**src/curtain_pkg.sv**
```systemverilog
// Constants shared by the light curtain safety control block.
// Assumes a single 200 MHz system clock.
package curtain_pkg;
  localparam int  CLOCK_HZ          = 200_000_000;
  // Debounce time for the test and restart contacts, microseconds
  localparam int  DEBOUNCE_US       = 10_000;
  localparam int  DEBOUNCE_CYCLES   = DEBOUNCE_US * (CLOCK_HZ / 1_000_000);
  // Lockout entry delay, milliseconds
  localparam int  LOCKOUT_MS        = 500;
  localparam int  LOCKOUT_CYCLES    = LOCKOUT_MS * (CLOCK_HZ / 1000);
  // Indicator blink half period, milliseconds
  localparam int  BLINK_MS          = 250;
  localparam int  BLINK_CYCLES      = BLINK_MS * (CLOCK_HZ / 1000);
  localparam logic [1:0] ROT_RESET  = 2'h0;
  // Reset value of the registered outputs, first port first: all outputs off,
  // monitor, operation, open and red switching lamps lit
  localparam logic [12:0] OUTS_RESET = 13'h0219;

  typedef enum logic [1:0] {
    ST_RUN    = 2'b00,
    ST_LATCH  = 2'b01,
    ST_LOCK   = 2'b11
  } mode_e;
endpackage

```
**src/light_curtain_safety_control.sv**
```systemverilog
// Safety light curtain control: two final switch outputs, monitor, restart
// interlock, lockout and indicator drive.
// Assumes beam and fault status come from other logic on this clock;
// test and restart contacts arrive raw from terminals.
// How it works
// Open test input stops emission, outputs off
// Monitor follows test input application and withdrawal
// Restart shorted: outputs follow beam state
// Restart open: interruption latches outputs off
// Shorting restart releases latch if beams clear
// Lockout entered after up to 500 ms
// Machine ignores outputs first second after power
// Emitting lamp steady, blinks on emitter fault
// Stable lamp only when all beams stable
// Unstable lamp when any beam marginal
// Red lamp on interruption, blinks on extraneous light
// Receiver fault rotates stable, unstable, operation blink
// Sync break or emitter fault alternates two lamps
// Yellow switching lamp lit when outputs off
// Lockout lamp lit throughout lockout
// Green lamp when output on, red when off
// Any fault or interruption opens both outputs
// Monitor always opposite of final switch outputs
// Test and restart contacts synchronized and debounced
`timescale 1ns/1ps
`default_nettype none
module light_curtain_safety_control
  import curtain_pkg::*;
#(
  parameter int DEBOUNCE_COUNT = DEBOUNCE_CYCLES,
  parameter int LOCKOUT_COUNT  = LOCKOUT_CYCLES,
  parameter int BLINK_COUNT    = BLINK_CYCLES
) (
  input  wire logic clock,
  input  wire logic rst_b,
  input  wire logic test_closed,
  input  wire logic restart_closed,
  input  wire logic beams_clear,
  input  wire logic beams_stable,
  input  wire logic beams_marginal,
  input  wire logic extraneous_light,
  input  wire logic emitter_fault,
  input  wire logic receiver_fault,
  input  wire logic sync_broken,
  input  wire logic cable_fault,
  input  wire logic relay_mismatch,
  output logic      emit_enable,
  output logic      final_switch_output_1,
  output logic      final_switch_output_2,
  output logic      monitor_output,
  output logic      lockout_output,
  output logic      emit_lamp,
  output logic      stable_lamp,
  output logic      unstable_lamp,
  output logic      operation_lamp,
  output logic      open_lamp,
  output logic      lockout_lamp,
  output logic      incident_lamp,
  output logic      switch_red_lamp
);
  localparam int DW = $clog2(DEBOUNCE_COUNT + 1);
  localparam int LW = $clog2(LOCKOUT_COUNT + 1);
  localparam int BW = $clog2(BLINK_COUNT + 1);

  // Synchronizers: stage one is read only by stage two
  logic [1:0] sync_a, sync_b;
  logic [1:0] deb, next_deb;
  logic [DW-1:0] deb_cnt [2];
  logic [DW-1:0] next_deb_cnt [2];
  logic [1:0] raw_in;
  assign raw_in = {restart_closed, test_closed};

  always_ff @(posedge clock or negedge rst_b) begin
    if (!rst_b) begin
      sync_a <= 2'h0;
      sync_b <= 2'h0;
    end else begin
      sync_a <= raw_in;
      sync_b <= sync_a;
    end
  end

  genvar g;
  generate
    for (g = 0; g < 2; g++) begin : g_deb
      always_comb begin
        next_deb[g]     = deb[g];
        next_deb_cnt[g] = deb_cnt[g];
        if (sync_b[g] == deb[g]) begin
          next_deb_cnt[g] = '0;
        end else if (deb_cnt[g] == DW'(DEBOUNCE_COUNT - 1)) begin
          next_deb[g]     = sync_b[g];
          next_deb_cnt[g] = '0;
        end else begin
          next_deb_cnt[g] = deb_cnt[g] + DW'(1);
        end
      end
      always_ff @(posedge clock or negedge rst_b) begin
        if (!rst_b) begin
          deb[g]     <= 1'b0;
          deb_cnt[g] <= '0;
        end else begin
          deb[g]     <= next_deb[g];
          deb_cnt[g] <= next_deb_cnt[g];
        end
      end
    end
  endgenerate

  logic test_ok, restart_ok;
  assign test_ok    = deb[0];
  assign restart_ok = deb[1];

  // Any trip condition opens the outputs; an open test input counts as one
  logic trip, fault;
  assign fault = emitter_fault | receiver_fault | sync_broken | cable_fault;
  assign trip  = !beams_clear | fault | extraneous_light | !test_ok;

  mode_e mode, next_mode;
  logic [LW-1:0] lock_cnt, next_lock_cnt;
  logic out_on, next_out_on;

  always_comb begin
    next_mode     = mode;
    next_lock_cnt = '0;
    next_out_on   = 1'b0;
    case (mode)
      ST_RUN: begin
        next_out_on = !trip;
        if (trip && !restart_ok) begin
          next_mode   = ST_LATCH;
          next_out_on = 1'b0;
        end
      end
      ST_LATCH: begin
        if (restart_ok && !trip) begin
          next_mode   = ST_RUN;
          next_out_on = 1'b1;
        end
      end
      ST_LOCK: begin
        next_mode = ST_LOCK;
      end
      default: next_mode = ST_LATCH;
    endcase
    // Sustained fault or relay mismatch leads to lockout after the system delay
    if (mode != ST_LOCK && (fault || relay_mismatch)) begin
      if (lock_cnt == LW'(LOCKOUT_COUNT - 1)) begin
        next_mode   = ST_LOCK;
        next_out_on = 1'b0;
      end else begin
        next_lock_cnt = lock_cnt + LW'(1);
      end
    end
  end

  always_ff @(posedge clock or negedge rst_b) begin
    if (!rst_b) begin
      mode     <= ST_LATCH;
      lock_cnt <= '0;
      out_on   <= 1'b0;
    end else begin
      mode     <= next_mode;
      lock_cnt <= next_lock_cnt;
      out_on   <= next_out_on;
    end
  end

  // Blink divider: blink level toggles every half period, plus a rotation phase
  logic [BW-1:0] blink_cnt, next_blink_cnt;
  logic blink, next_blink;
  logic [1:0] rot, next_rot;

  always_comb begin
    next_blink_cnt = blink_cnt + BW'(1);
    next_blink     = blink;
    next_rot       = rot;
    if (blink_cnt == BW'(BLINK_COUNT - 1)) begin
      next_blink_cnt = '0;
      next_blink     = !blink;
      next_rot       = (rot == 2'h2) ? 2'h0 : rot + 2'h1;
    end
  end

  always_ff @(posedge clock or negedge rst_b) begin
    if (!rst_b) begin
      blink_cnt <= '0;
      blink     <= 1'b0;
      rot       <= ROT_RESET;
    end else begin
      blink_cnt <= next_blink_cnt;
      blink     <= next_blink;
      rot       <= next_rot;
    end
  end

  // Indicator and output registers; every output is a flop
  logic [12:0] next_outs;
  always_comb begin
    logic stab, unst, oper;
    stab = beams_clear && beams_stable && !beams_marginal;
    unst = beams_marginal;
    oper = extraneous_light ? blink : !beams_clear;
    if (receiver_fault) begin
      stab = blink && rot == 2'h0;
      unst = blink && rot == 2'h1;
      oper = blink && rot == 2'h2;
    end else if (sync_broken || emitter_fault) begin
      unst = blink;
      oper = !blink;
    end
    next_outs = {
      test_ok,                             // Emission runs only with test closed
      next_out_on, next_out_on,
      !next_out_on,
      next_mode == ST_LOCK,
      emitter_fault ? blink : test_ok,
      stab, unst, oper,
      !next_out_on,
      next_mode == ST_LOCK,
      next_out_on, !next_out_on
    };
  end

  always_ff @(posedge clock or negedge rst_b) begin
    if (!rst_b) begin
      {emit_enable, final_switch_output_1, final_switch_output_2, monitor_output,
       lockout_output, emit_lamp, stable_lamp, unstable_lamp, operation_lamp,
       open_lamp, lockout_lamp, incident_lamp, switch_red_lamp} <= OUTS_RESET;
    end else begin
      {emit_enable, final_switch_output_1, final_switch_output_2, monitor_output,
       lockout_output, emit_lamp, stable_lamp, unstable_lamp, operation_lamp,
       open_lamp, lockout_lamp, incident_lamp, switch_red_lamp} <= next_outs;
    end
  end
endmodule // light_curtain_safety_control
`default_nettype wire

```
**config.mk**
```make
export PLATFORM = sky130hd
export DESIGN_NAME = light_curtain_safety_control
export DESIGN_NICKNAME = d
export VERILOG_FILES = /design/src/curtain_pkg.sv /design/src/light_curtain_safety_control.sv
export SDC_FILE = /design/constraint.sdc
export NUM_CORES = 1
export LEC_CHECK = 0
export BUFFER_PORTS_ARGS = -buffer_cell sky130_fd_sc_hd__buf_2
export CELL_PAD_IN_SITES_DETAIL_PLACEMENT = 0
export CELL_PAD_IN_SITES_GLOBAL_PLACEMENT = 1
export CORE_MARGIN = 5
export CORE_UTILIZATION = 44
export DETAILED_ROUTE_END_ITERATION = 12
export PLACE_DENSITY = 0.81
export SYNTH_ARGS = -nofsm -noshare
export SYNTH_HDL_FRONTEND = slang
export SYNTH_SLANG_ARGS = --single-unit
```
**constraint.sdc**
```tcl
create_clock -name clock -period 5.6 [get_ports clock]
set_clock_uncertainty 0.05 [all_clocks]
set_input_delay 1.12 -clock clock [delete_from_list [all_inputs] [get_ports clock]]
set_output_delay 1.12 -clock clock [all_outputs]
set_load 0.1 [all_outputs]
```
==> flow_summary.json, run 1 <==
{
  "status": "finished, final reports clean",
  "critical_path.max_fanout": 3,
  "irDropWorstVdd_uv": 231.1,
  "dieArea_mm2": 0.01507,
  "netlist_area_mm2": 0.005597,
  "power.density_mw_per_mm2": 336.3,
  "critPathCaptureType": "primary output",
  "viasPerCell": 5.506,
  "report.final.slew_viol_count": 0,
  "grt_pass1_wl_um": 19620,
  "cts-resized-gates": 0,
  "core_mm2": 0.01257,
  "setup_tns_ns": 0,
  "cpLargestDelayFamily": "flip-flops",
  "hold_violations": 0,
  "fin_crit_ns": 2.564,
  "drc_errors": 0,
  "cts_hold_buffers": 0,
  "hold_end": "sync_b[0]",
  "area_growth_pct": 16.07,
  "max_stage_delay_ns": 0.56,
  "ys_types": 51,
  "synth_area_per_cell_um2": 9.976,
  "cts_buffer_depth": 2,
  "final_core_util": 0.5169,
  "num_vias": 4251,
  "cts_setup_buffers": 0,
  "synthCells": 561,
  "crit_arrival_ns": 1.39,
  "r2r_start": "blink_cnt[2]",
  "grt_max_degree": 75,
  "drt-initial-drc-count": 345,
  "worst_pin_slew_ns": 1.096,
  "diodes": 0,
  "grt_usage": 0.1656,
  "leakagePower_nw": 2.682,
  "die_w_um": 122.8,
  "max_freq_mhz": 390.0,
  "hold_depth": 0,
  "cts_tree": "built",
  "crit_required_ns": 4.43,
  "async_flop_share": 1.000,
  "wl_um": 11540,
  "critPathBufInv": 1,
  "synth-seq-area-share": 0.5104,
  "synth_top_area_share": 0.4963,
  "synth_nets": 578,
  "period_share": 0.4579,
  "grt_setup_unrepaired": "no",
  "yosys.area.top_type": "dfrtp_1",
  "start_util": 0.4453,
  "synth_edf_count": 0,
  "crit_type": "flop to primary output",
  "rr_endpoint": "rot[1]",
  "antenna_left": 0,
  "die_h_um": 122.8,
  "grt_overflow": 0,
  "critical-path-slowest-cell": "dfstp_2",
  "nets": 604,
  "layout-drive-gt1-share": 0.1433,
  "h-tree-depth": 4,
  "nFillCells": 1138,
  "cts_buffers": 17,
  "first_pass_iters": 5,
  "antenna_found_initial": 0,
  "wl_per_cell_um": 14.95,
  "ff2ff_setup_slack_ns": 3.26,
  "min_path_type": "flop to flop",
  "ys.flop_type": "dfrtp_1",
  "startpoint_type": "flop",
  "grt_pass1_vias": 4106,
  "clk_pin_slew_ns": 0.05,
  "maxSlewHeadroom": 0.2653,
  "synth_top_cells_by_area": "dfrtp_1, xnor2_1, nor2_1, xor2_1, a21oi_1",
  "path_cells": "buf_2",
  "setup_viol": 0,
  "hp-start": "sync_a[0]",
  "gp_congestion": 0.7805,
  "clkSinkCount": 114,
  "port_buffers": 25,
  "r2r_cells": 4,
  "dp_hpwl_um": 7625,
  "insertion_delay_ns": 0.41,
  "row_count": 41,
  "cap_violations": 0,
  "totalPowerFinal_w": 0.002185,
  "cts_root_buffer": "clkbuf_16",
  "ios": 26,
  "synth_warnings": 0,
  "ys_ff_latch": 114
}
through the flow:
stage                     setup slack (ns)  hold slack [ns]  cells  area, µm²
after floorplan                      3.089           0.2812    561       5597
after global placement               2.831           0.3011    740       5834
after detailed placement             2.788           0.3083    740       5834
after CTS                            3.011           0.3205    772       6496
after global routing                 2.966           0.3267    772       6496
final                                3.036           0.3192    772       6496
cells in the mapped netlist (4+ instances only):
library cell  number
a21oi_1           36
and2_1             4
and3_1             4
and4_1            10
buf_2              4
buf_4              6
clkbuf_1           7
dfrtp_1          111
ha_1               4
inv_1             16
mux2_2             4
nand2_1           40
nand3_1           31
nand4_1           23
nor2_1            58
nor2b_1            4
nor3_1            10
nor4_1            11
o21ai_0           23
o31ai_1           14
or2_2              5
or3_1             19
or4_1             20
xnor2_1           29
xor2_1            24
kinds of logic (layout without fill, tap and decap cells):
logic type | after synthesis | count (layout) | share of synthesized area
mux | 6 | 6 | 0.01162
buf+inv | 36 | 75 | 0.03309
xor+xnor | 53 | 53 | 0.08294
simple gates | 263 | 263 | 0.2642
flops | 114 | 114 | 0.5104
fa+ha+maj | 4 | 4 | 0.008943
compound gates | 85 | 85 | 0.08876
area by class of cell:
type | instances | area [µm²] | share of cell area
Tap cell | 172 | 215.2 | 0.03313
Inverter | 16 | 60.06 | 0.009245
Clock buffer | 22 | 484.2 | 0.07454
Clock inverter | 10 | 177.7 | 0.02735
Timing Repair Buffer | 27 | 142.6 | 0.02196
Sequential cell | 114 | 2856 | 0.4397
Multi-Input combinational cell | 411 | 2560 | 0.3941
state kept, by name (all words and copies together), names as in the netlist:
| name | cells |
|---|---|
| test_ok | 1 |
| incident_lamp | 1 |
| emit_lamp | 1 |
| lock_cnt | 27 |
| blink_cnt | 26 |
| operation_lamp | 1 |
| blink | 1 |
| lockout_lamp | 1 |
| emit_enable | 1 |
| unstable_lamp | 1 |
| stable_lamp | 1 |
| sync_a | 2 |
| rot | 2 |
| switch_red_lamp | 1 |
| mode | 2 |
| deb_cnt | 42 |
| restart_ok | 1 |
| sync_b | 2 |
placed cells by master (no fill, tap or decap), types with 19 or more instances in the layout:
cell     synthesis  routed
nand2_1         40      40
xor2_1          24      24
a21oi_1         36      36
xnor2_1         29      29
dfrtp_1        111     111
o21ai_0         23      23
nand3_1         31      31
nor2_1          58      58
buf_2            4      24
nand4_1         23      23
or4_1           20      20
or3_1           19      19
how the worst max path moves through the flow:
stage                     from                    end  slack, ns  cells past startpoint
4_1_cts        switch_red_lamp              open_lamp       3.01                      1
3_5_place_dp    receiver_fault                mode[0]       2.79                      5
5_1_grt           blink_cnt[2]                 rot[1]       2.97                      4
3_3_place_gp    receiver_fault                mode[0]       2.83                      5
2_1_floorplan    incident_lamp  final_switch_output_2       3.09                      1
6_report       switch_red_lamp              open_lamp       3.04                      1
routing by layer:
metal | share of wire | GRT usage
met5 | 0 | 0
met4 | 0.0097 | 0.06298
met3 | 0.039 | 0.04793
met2 | 0.49 | 0.2593
met1 | 0.46 | 0.2178
where the power goes:
group	internal, W	switching, W	total (W)
Combinational	0.0000353	0.0000644	0.0000997
Sequential	0.000853	0.0000290	0.000882
Clock	0.000833	0.000370	0.00120
Total	0.00172	0.000463	0.00218
(Power assumes the default switching activity.)
==> inputs of run 2 (changes only) <==
--- a/config.mk
+++ b/config.mk
@@ -5,13 +5,14 @@
 export SDC_FILE = /design/constraint.sdc
 export NUM_CORES = 1
 export LEC_CHECK = 0
+export ABC_AREA = 1
 export BUFFER_PORTS_ARGS = -buffer_cell sky130_fd_sc_hd__buf_2
 export CELL_PAD_IN_SITES_DETAIL_PLACEMENT = 0
 export CELL_PAD_IN_SITES_GLOBAL_PLACEMENT = 1
 export CORE_MARGIN = 5
-export CORE_UTILIZATION = 44
+export CORE_UTILIZATION = 41
 export DETAILED_ROUTE_END_ITERATION = 12
-export PLACE_DENSITY = 0.81
+export PLACE_DENSITY = 0.84
 export SYNTH_ARGS = -nofsm -noshare
 export SYNTH_HDL_FRONTEND = slang
 export SYNTH_SLANG_ARGS = --single-unit
==> constraint.sdc (replaced) <==
create_clock -name clock -period 2.3 [get_ports clock]
set_clock_uncertainty 0.05 [all_clocks]
set_input_delay 0.46 -clock clock [delete_from_list [all_inputs] [get_ports clock]]
set_output_delay 0.46 -clock clock [all_outputs]
set_load 0.1 [all_outputs]
==> flow_summary.json, run 2 <==
{
  "insertion_delay_ns": 0.42,
  "netlist_area_mm2": 0.006220,
  "synth_most_common_cell": "nand2_1",
  "cts_tree": "built",
  "ys_ff_latch": 114,
  "critical-path-slowest-cell": "dfstp_2",
  "status": "finished, final reports clean",
  "hold_violations": 0,
  "critPathCaptureType": "primary output",
  "synth_area_per_cell_um2": 7.249,
  "startpoint_type": "flop",
  "power.density_mw_per_mm2": 663.2,
  "grt_overflow": 0,
  "h-tree-depth": 4,
  "ys_types": 32,
  "clkSinkCount": 114,
  "post-place-ws_ns": 0.5178,
  "die_h_um": 133.2,
  "gp_congestion": 0.8485,
  "fin_crit_ns": 1.895,
  "irDropWorstVdd_uv": 550.5,
  "crit_type": "flop to primary output",
  "layout_common_cells": "nand2_1, nor2_1, dfrtp_1",
  "cts_root_buffer": "clkbuf_16",
  "dieArea_mm2": 0.01773,
  "synth-seq-area-share": 0.4593,
  "dp_cells": 1069,
  "drt-initial-drc-count": 304,
  "setup_viol": 0,
  "dp_hpwl_um": 10650,
  "synth_top_area_share": 0.4466,
  "cts_buffer_depth": 2,
  "largest_reg_flops": 42,
  "max_freq_mhz": 527.7,
  "first_pass_iters": 5,
  "async_flop_share": 1.000,
  "leakagePower_nw": 3.106,
  "die_w_um": 133.2,
  "antenna_left": 0,
  "ys.flop_type": "dfrtp_1",
  "clk_pin_slew_ns": 0.05,
  "drc_errors": 0,
  "wl_um": 14190,
  "layoutNonFillerInstCount": 1102,
  "min_path_type": "input pin to flop",
  "synth_commonest_cells": "nand2_1, nor2_1, dfrtp_1",
  "critical_path.max_fanout": 3,
  "cts_buffers": 17,
  "max_stage_delay_ns": 0.54,
  "regMostFlops": "deb_cnt",
  "num_vias": 5264,
  "finalWorstSetupSlack_ns": 0.4050,
  "report.final.slew_viol_count": 0,
  "area_growth_pct": 15.35,
  "layout_commonest_cell": "nand2_1",
  "ios": 26,
  "grt_setup_unrepaired": "no",
  "cap_violations": 0,
  "critPathBufInv": 1,
  "layout-drive-gt1-share": 0.09628,
  "maxSlewHeadroom": 0.6689,
  "period_share": 0.8239,
  "synth_top_cells_by_area": "dfrtp_1, nand2_1, nor2_1, inv_1, nand3_1",
  "grt_pass1_wl_um": 24240,
  "worst_pin_slew_ns": 0.4931,
  "row_count": 45,
  "setup_tns_ns": 0,
  "wl_per_cell_um": 12.88,
  "synth_edf_count": 0,
  "synth_nets": 875,
  "grt_pass1_vias": 5055,
  "antenna_found_initial": 0,
  "synthCells": 858,
  "path_cells": "buf_2",
  "synth_warnings": 0,
  "cpLargestDelayFamily": "flip-flops",
  "core_mm2": 0.01503,
  "crit_required_ns": 1.79,
  "grt_max_degree": 54,
  "port_buffers": 25,
  "viasPerCell": 4.777,
  "yosys.area.top_type": "dfrtp_1",
  "reg.largest.list": "deb_cnt (42), lock_cnt (27), blink_cnt (26)",
  "nets": 918,
  "start_util": 0.4137,
  "grt_usage": 0.1697,
  "diodes": 0,
  "crit_arrival_ns": 1.39
}
-- run 2: worst paths after layout --
path	start	end	slack [ns]	cells after the start
worst max-delay path	switch_red_lamp	monitor_output	0.40	1
worst min-delay path	test_closed	sync_a[0]	0.10	1
worst max register to register	lock_cnt[0]	lock_cnt[14]	0.52	8
worst min register to register	sync_a[1]	sync_b[1]	0.30	0
max in group asynchronous	rst_b	deb_cnt[33]	1.14	3
min in group asynchronous	rst_b	blink_cnt[13]	0.45	2
-- run 2: worst register-to-register path: cells and delay by family, from the launching register on --
kind,cells,cell delay (ns)
and+or+nand+nor,5,0.71
buffers and inverters,2,0.26
adders and majority gates,1,0.21
DFF,1,0.42
-- run 2: cells by family after synthesis --
logic type,count (synthesis),share of synthesized area
AOI/OAI and AO/OA,35,0.03380
xor gates and xnor gates,43,0.06055
adders and majority gates,4,0.008047
buffers and inverters,100,0.06799
DFF,114,0.4593
and+or+nand+nor,562,0.3703
-- run 2: report_power, final --
group	switching [W]	internal, W	total (W)
registers	0.00000890	0.00202	0.00203
logic	0.0000900	0.0000331	0.000123
clock network	0.000930	0.00167	0.00260
-- run 2: area by class of cell --
cell class	instances	area [µm²]
fillers	1525	7859
multi-input cells	644	2940
flip-flops and latches	114	2856
clock buffers	23	478.0
inverters	92	350.3
well taps	188	235.2
repair buffers	32	207.7
clock inverters	9	106.4
-- run 2: per-layer routing --
metal | up-vias | routed length [µm] | GRT usage
li1 | 2748 | - | -
met1 | 2425 | 7059 | 0.2334
met2 | 80 | 6478 | 0.2678
met3 | 11 | 533 | 0.04494
met4 | 0 | 123 | 0.04457
met5 | - | 0 | 0
-- run 2: metrics by stage --
step | power (W) | cell area, µm² | hold WS (ns) | utilization
4_1_cts | 0.004804 | 7174 | 0.08798 | 0.4772
3_5_place_dp | 0.002192 | 6580 | 0.2904 | 0.4377
3_3_place_gp | 0.002191 | 6580 | 0.2836 | 0.4377
2_1_floorplan | 0.002112 | 6220 | 0.1144 | -
5_1_grt | 0.004925 | 7174 | 0.08362 | 0.4772
6_report | 0.004758 | 7174 | 0.1024 | 0.4772
-- run 2: what timing repair did --
action                                 4_1_cts  5_1_grt
hold buffers                                 1        0
endpoints found under the hold margin       23        0
resized for setup                            0        0
buffers inserted                             0        0
==> inputs of run 3 (changes only) <==
--- a/config.mk
+++ b/config.mk
@@ -10,9 +10,9 @@
 export CELL_PAD_IN_SITES_DETAIL_PLACEMENT = 0
 export CELL_PAD_IN_SITES_GLOBAL_PLACEMENT = 1
 export CORE_MARGIN = 5
-export CORE_UTILIZATION = 41
+export CORE_UTILIZATION = 44
 export DETAILED_ROUTE_END_ITERATION = 12
-export PLACE_DENSITY = 0.84
+export PLACE_DENSITY = 0.85
 export SYNTH_ARGS = -nofsm -noshare
 export SYNTH_HDL_FRONTEND = slang
 export SYNTH_SLANG_ARGS = --single-unit
==> constraint.sdc (replaced) <==
create_clock -name clock -period 1.9 [get_ports clock]
set_clock_uncertainty 0.05 [all_clocks]
set_input_delay 0.38 -clock clock [delete_from_list [all_inputs] [get_ports clock]]
set_output_delay 0.38 -clock clock [all_outputs]
set_load 0.1 [all_outputs]
==> flow_summary.json, run 3 (synthesis gave the netlist of run 2 again) <==
{
  "nFillCells": 1327,
  "cts_buffers": 17,
  "critical_path.max_fanout": 3,
  "max_freq_mhz": 551.7,
  "maxSlewHeadroom": 0.6770,
  "hold_violations": 0,
  "layout_commonest_cell": "nand2_1",
  "grt_max_degree": 32,
  "ios": 26,
  "drc_errors": 0,
  "power.density_mw_per_mm2": 823.8,
  "h-tree-depth": 4,
  "max_stage_delay_ns": 0.54,
  "crit_required_ns": 1.47,
  "hold_depth": 2,
  "num_vias": 5294,
  "regMostFlops": "deb_cnt",
  "wl_per_cell_um": 12.89,
  "ff2ff_setup_slack_ns": 0.21,
  "r2r_start": "lock_cnt[0]",
  "layout_common_cells": "nand2_1, nor2_1, dfrtp_1",
  "grt_pass1_vias": 5281,
  "start_util": 0.4481,
  "grt_overflow": 0,
  "worst_pin_slew_ns": 0.4879,
  "viasPerCell": 4.800,
  "cap_violations": 0,
  "hp-start": "emitter_fault",
  "core_mm2": 0.01388,
  "setup_tns_ns": 0,
  "irDropWorstVdd_uv": 719.9,
  "diodes": 0,
  "layout-drive-gt1-share": 0.1051,
  "clk_pin_slew_ns": 0.06,
  "status": "finished, final reports clean",
  "grt_setup_unrepaired": "no",
  "largest_reg_flops": 42,
  "combPwrFrac": 0.027,
  "cts_setup_buffers": 0,
  "min_path_type": "input pin to flop",
  "die_h_um": 128.9,
  "drt-initial-drc-count": 346,
  "reg.largest.list": "deb_cnt (42), lock_cnt (27), blink_cnt (26)",
  "period_share": 0.9540,
  "fin_crit_ns": 1.813,
  "path_cells": "buf_2",
  "leakagePower_nw": 3.167,
  "crit_type": "flop to primary output",
  "antenna_left": 0,
  "fin_hold_ws_ns": 0.1412,
  "row_count": 43,
  "gp_congestion": 0.8587,
  "critical-path-slowest-cell": "dfstp_2",
  "port_buffers": 25,
  "hold_end": "emit_lamp",
  "grt_usage": 0.1869,
  "startpoint_type": "flop",
  "setup_viol": 0,
  "dieArea_mm2": 0.01661,
  "cts_buffer_depth": 2,
  "pwr-share-clk": 0.563,
  "clkSinkCount": 114,
  "report.final.slew_viol_count": 0,
  "cts-resized-gates": 0,
  "cpLargestDelayFamily": "flip-flops",
  "antenna_found_initial": 0,
  "multi_input_area_mm2": 0.002940,
  "nets": 927,
  "cts_root_buffer": "clkbuf_16",
  "critPathCaptureType": "primary output",
  "first_pass_iters": 5,
  "power_frac_seq": 0.410,
  "grt_pass1_wl_um": 24840,
  "cts_tree": "built",
  "rr_endpoint": "lock_cnt[15]",
  "r2r_cells": 8,
  "area_growth_pct": 17.02,
  "wl_um": 14210,
  "critPathBufInv": 1,
  "die_w_um": 128.9,
  "dp_hpwl_um": 10790,
  "final-seq-area_mm2": 0.002856,
  "crit_arrival_ns": 1.38,
  "p_int_w": 0.004718,
  "cts_hold_buffers": 3,
  "swShare": 0.2131,
  "insertion_delay_ns": 0.41,
  "p_sw_w": 0.001278
}
-- run 3: changes by cell type in the layout (fill, tap and decap cells not counted), sizes merged --
cell,delta
dlygate4sd3,+2
inv,+1
clkinvlp,+1
buf,+7
bufinv,+2
clkbuf,-4
-- run 3: metrics by stage --
step / power (W) / setup WS (ns) / instances / area [µm²] / util
floorplan: 0.002557 / 0.1294 / 858 / 6220 / -
global placement: 0.002660 / 0.2549 / 1068 / 6623 / 0.4771
detailed placement: 0.002662 / 0.2248 / 1068 / 6623 / 0.4771
CTS: 0.006069 / 0.06153 / 1103 / 7278 / 0.5243
global route: 0.006188 / 0.003255 / 1103 / 7278 / 0.5243
finish: 0.005996 / 0.08749 / 1103 / 7278 / 0.5243
-- run 3: power by group through the flow --
stage / clock (W) / combinational (W) / sequential [W]
6_report: 0.00338 / 0.000160 / 0.00246
5_1_grt: 0.00355 / 0.000181 / 0.00246
4_1_cts: 0.00344 / 0.000166 / 0.00246
3_5_place_dp: 0 / 0.000160 / 0.00250
3_3_place_gp: 0 / 0.000159 / 0.00250
2_1_floorplan: 0 / 0.0000386 / 0.00252
-- run 3: routing by layer --
metal	GRT usage	part of all wire	vias up
met5	0	0	-
met4	0.06794	0.019	0
met3	0.03985	0.041	26
met2	0.2970	0.46	96
met1	0.2527	0.48	2412
li1	-	-	2760
-- run 3: worst max path at each step --
stage,to,slack [ns],cells after the start,from
after CTS,monitor_output,0.06,1,switch_red_lamp
after global routing,deb_cnt[39],0.003,8,deb_cnt[21]
after detailed placement,lock_cnt[15],0.22,8,lock_cnt[0]
after floorplan,final_switch_output_2,0.13,1,incident_lamp
after global placement,lock_cnt[15],0.25,8,lock_cnt[0]
final,monitor_output,0.09,1,switch_red_lamp
-- run 3: layout make-up --
type | instances | share of cell area
Clock buffer | 19 | 0.06086
Clock inverter | 13 | 0.02510
Inverter | 92 | 0.04813
Multi-Input combinational cell | 644 | 0.4040
Sequential cell | 114 | 0.3925
Tap cell | 180 | 0.03094
Timing Repair Buffer | 41 | 0.03851
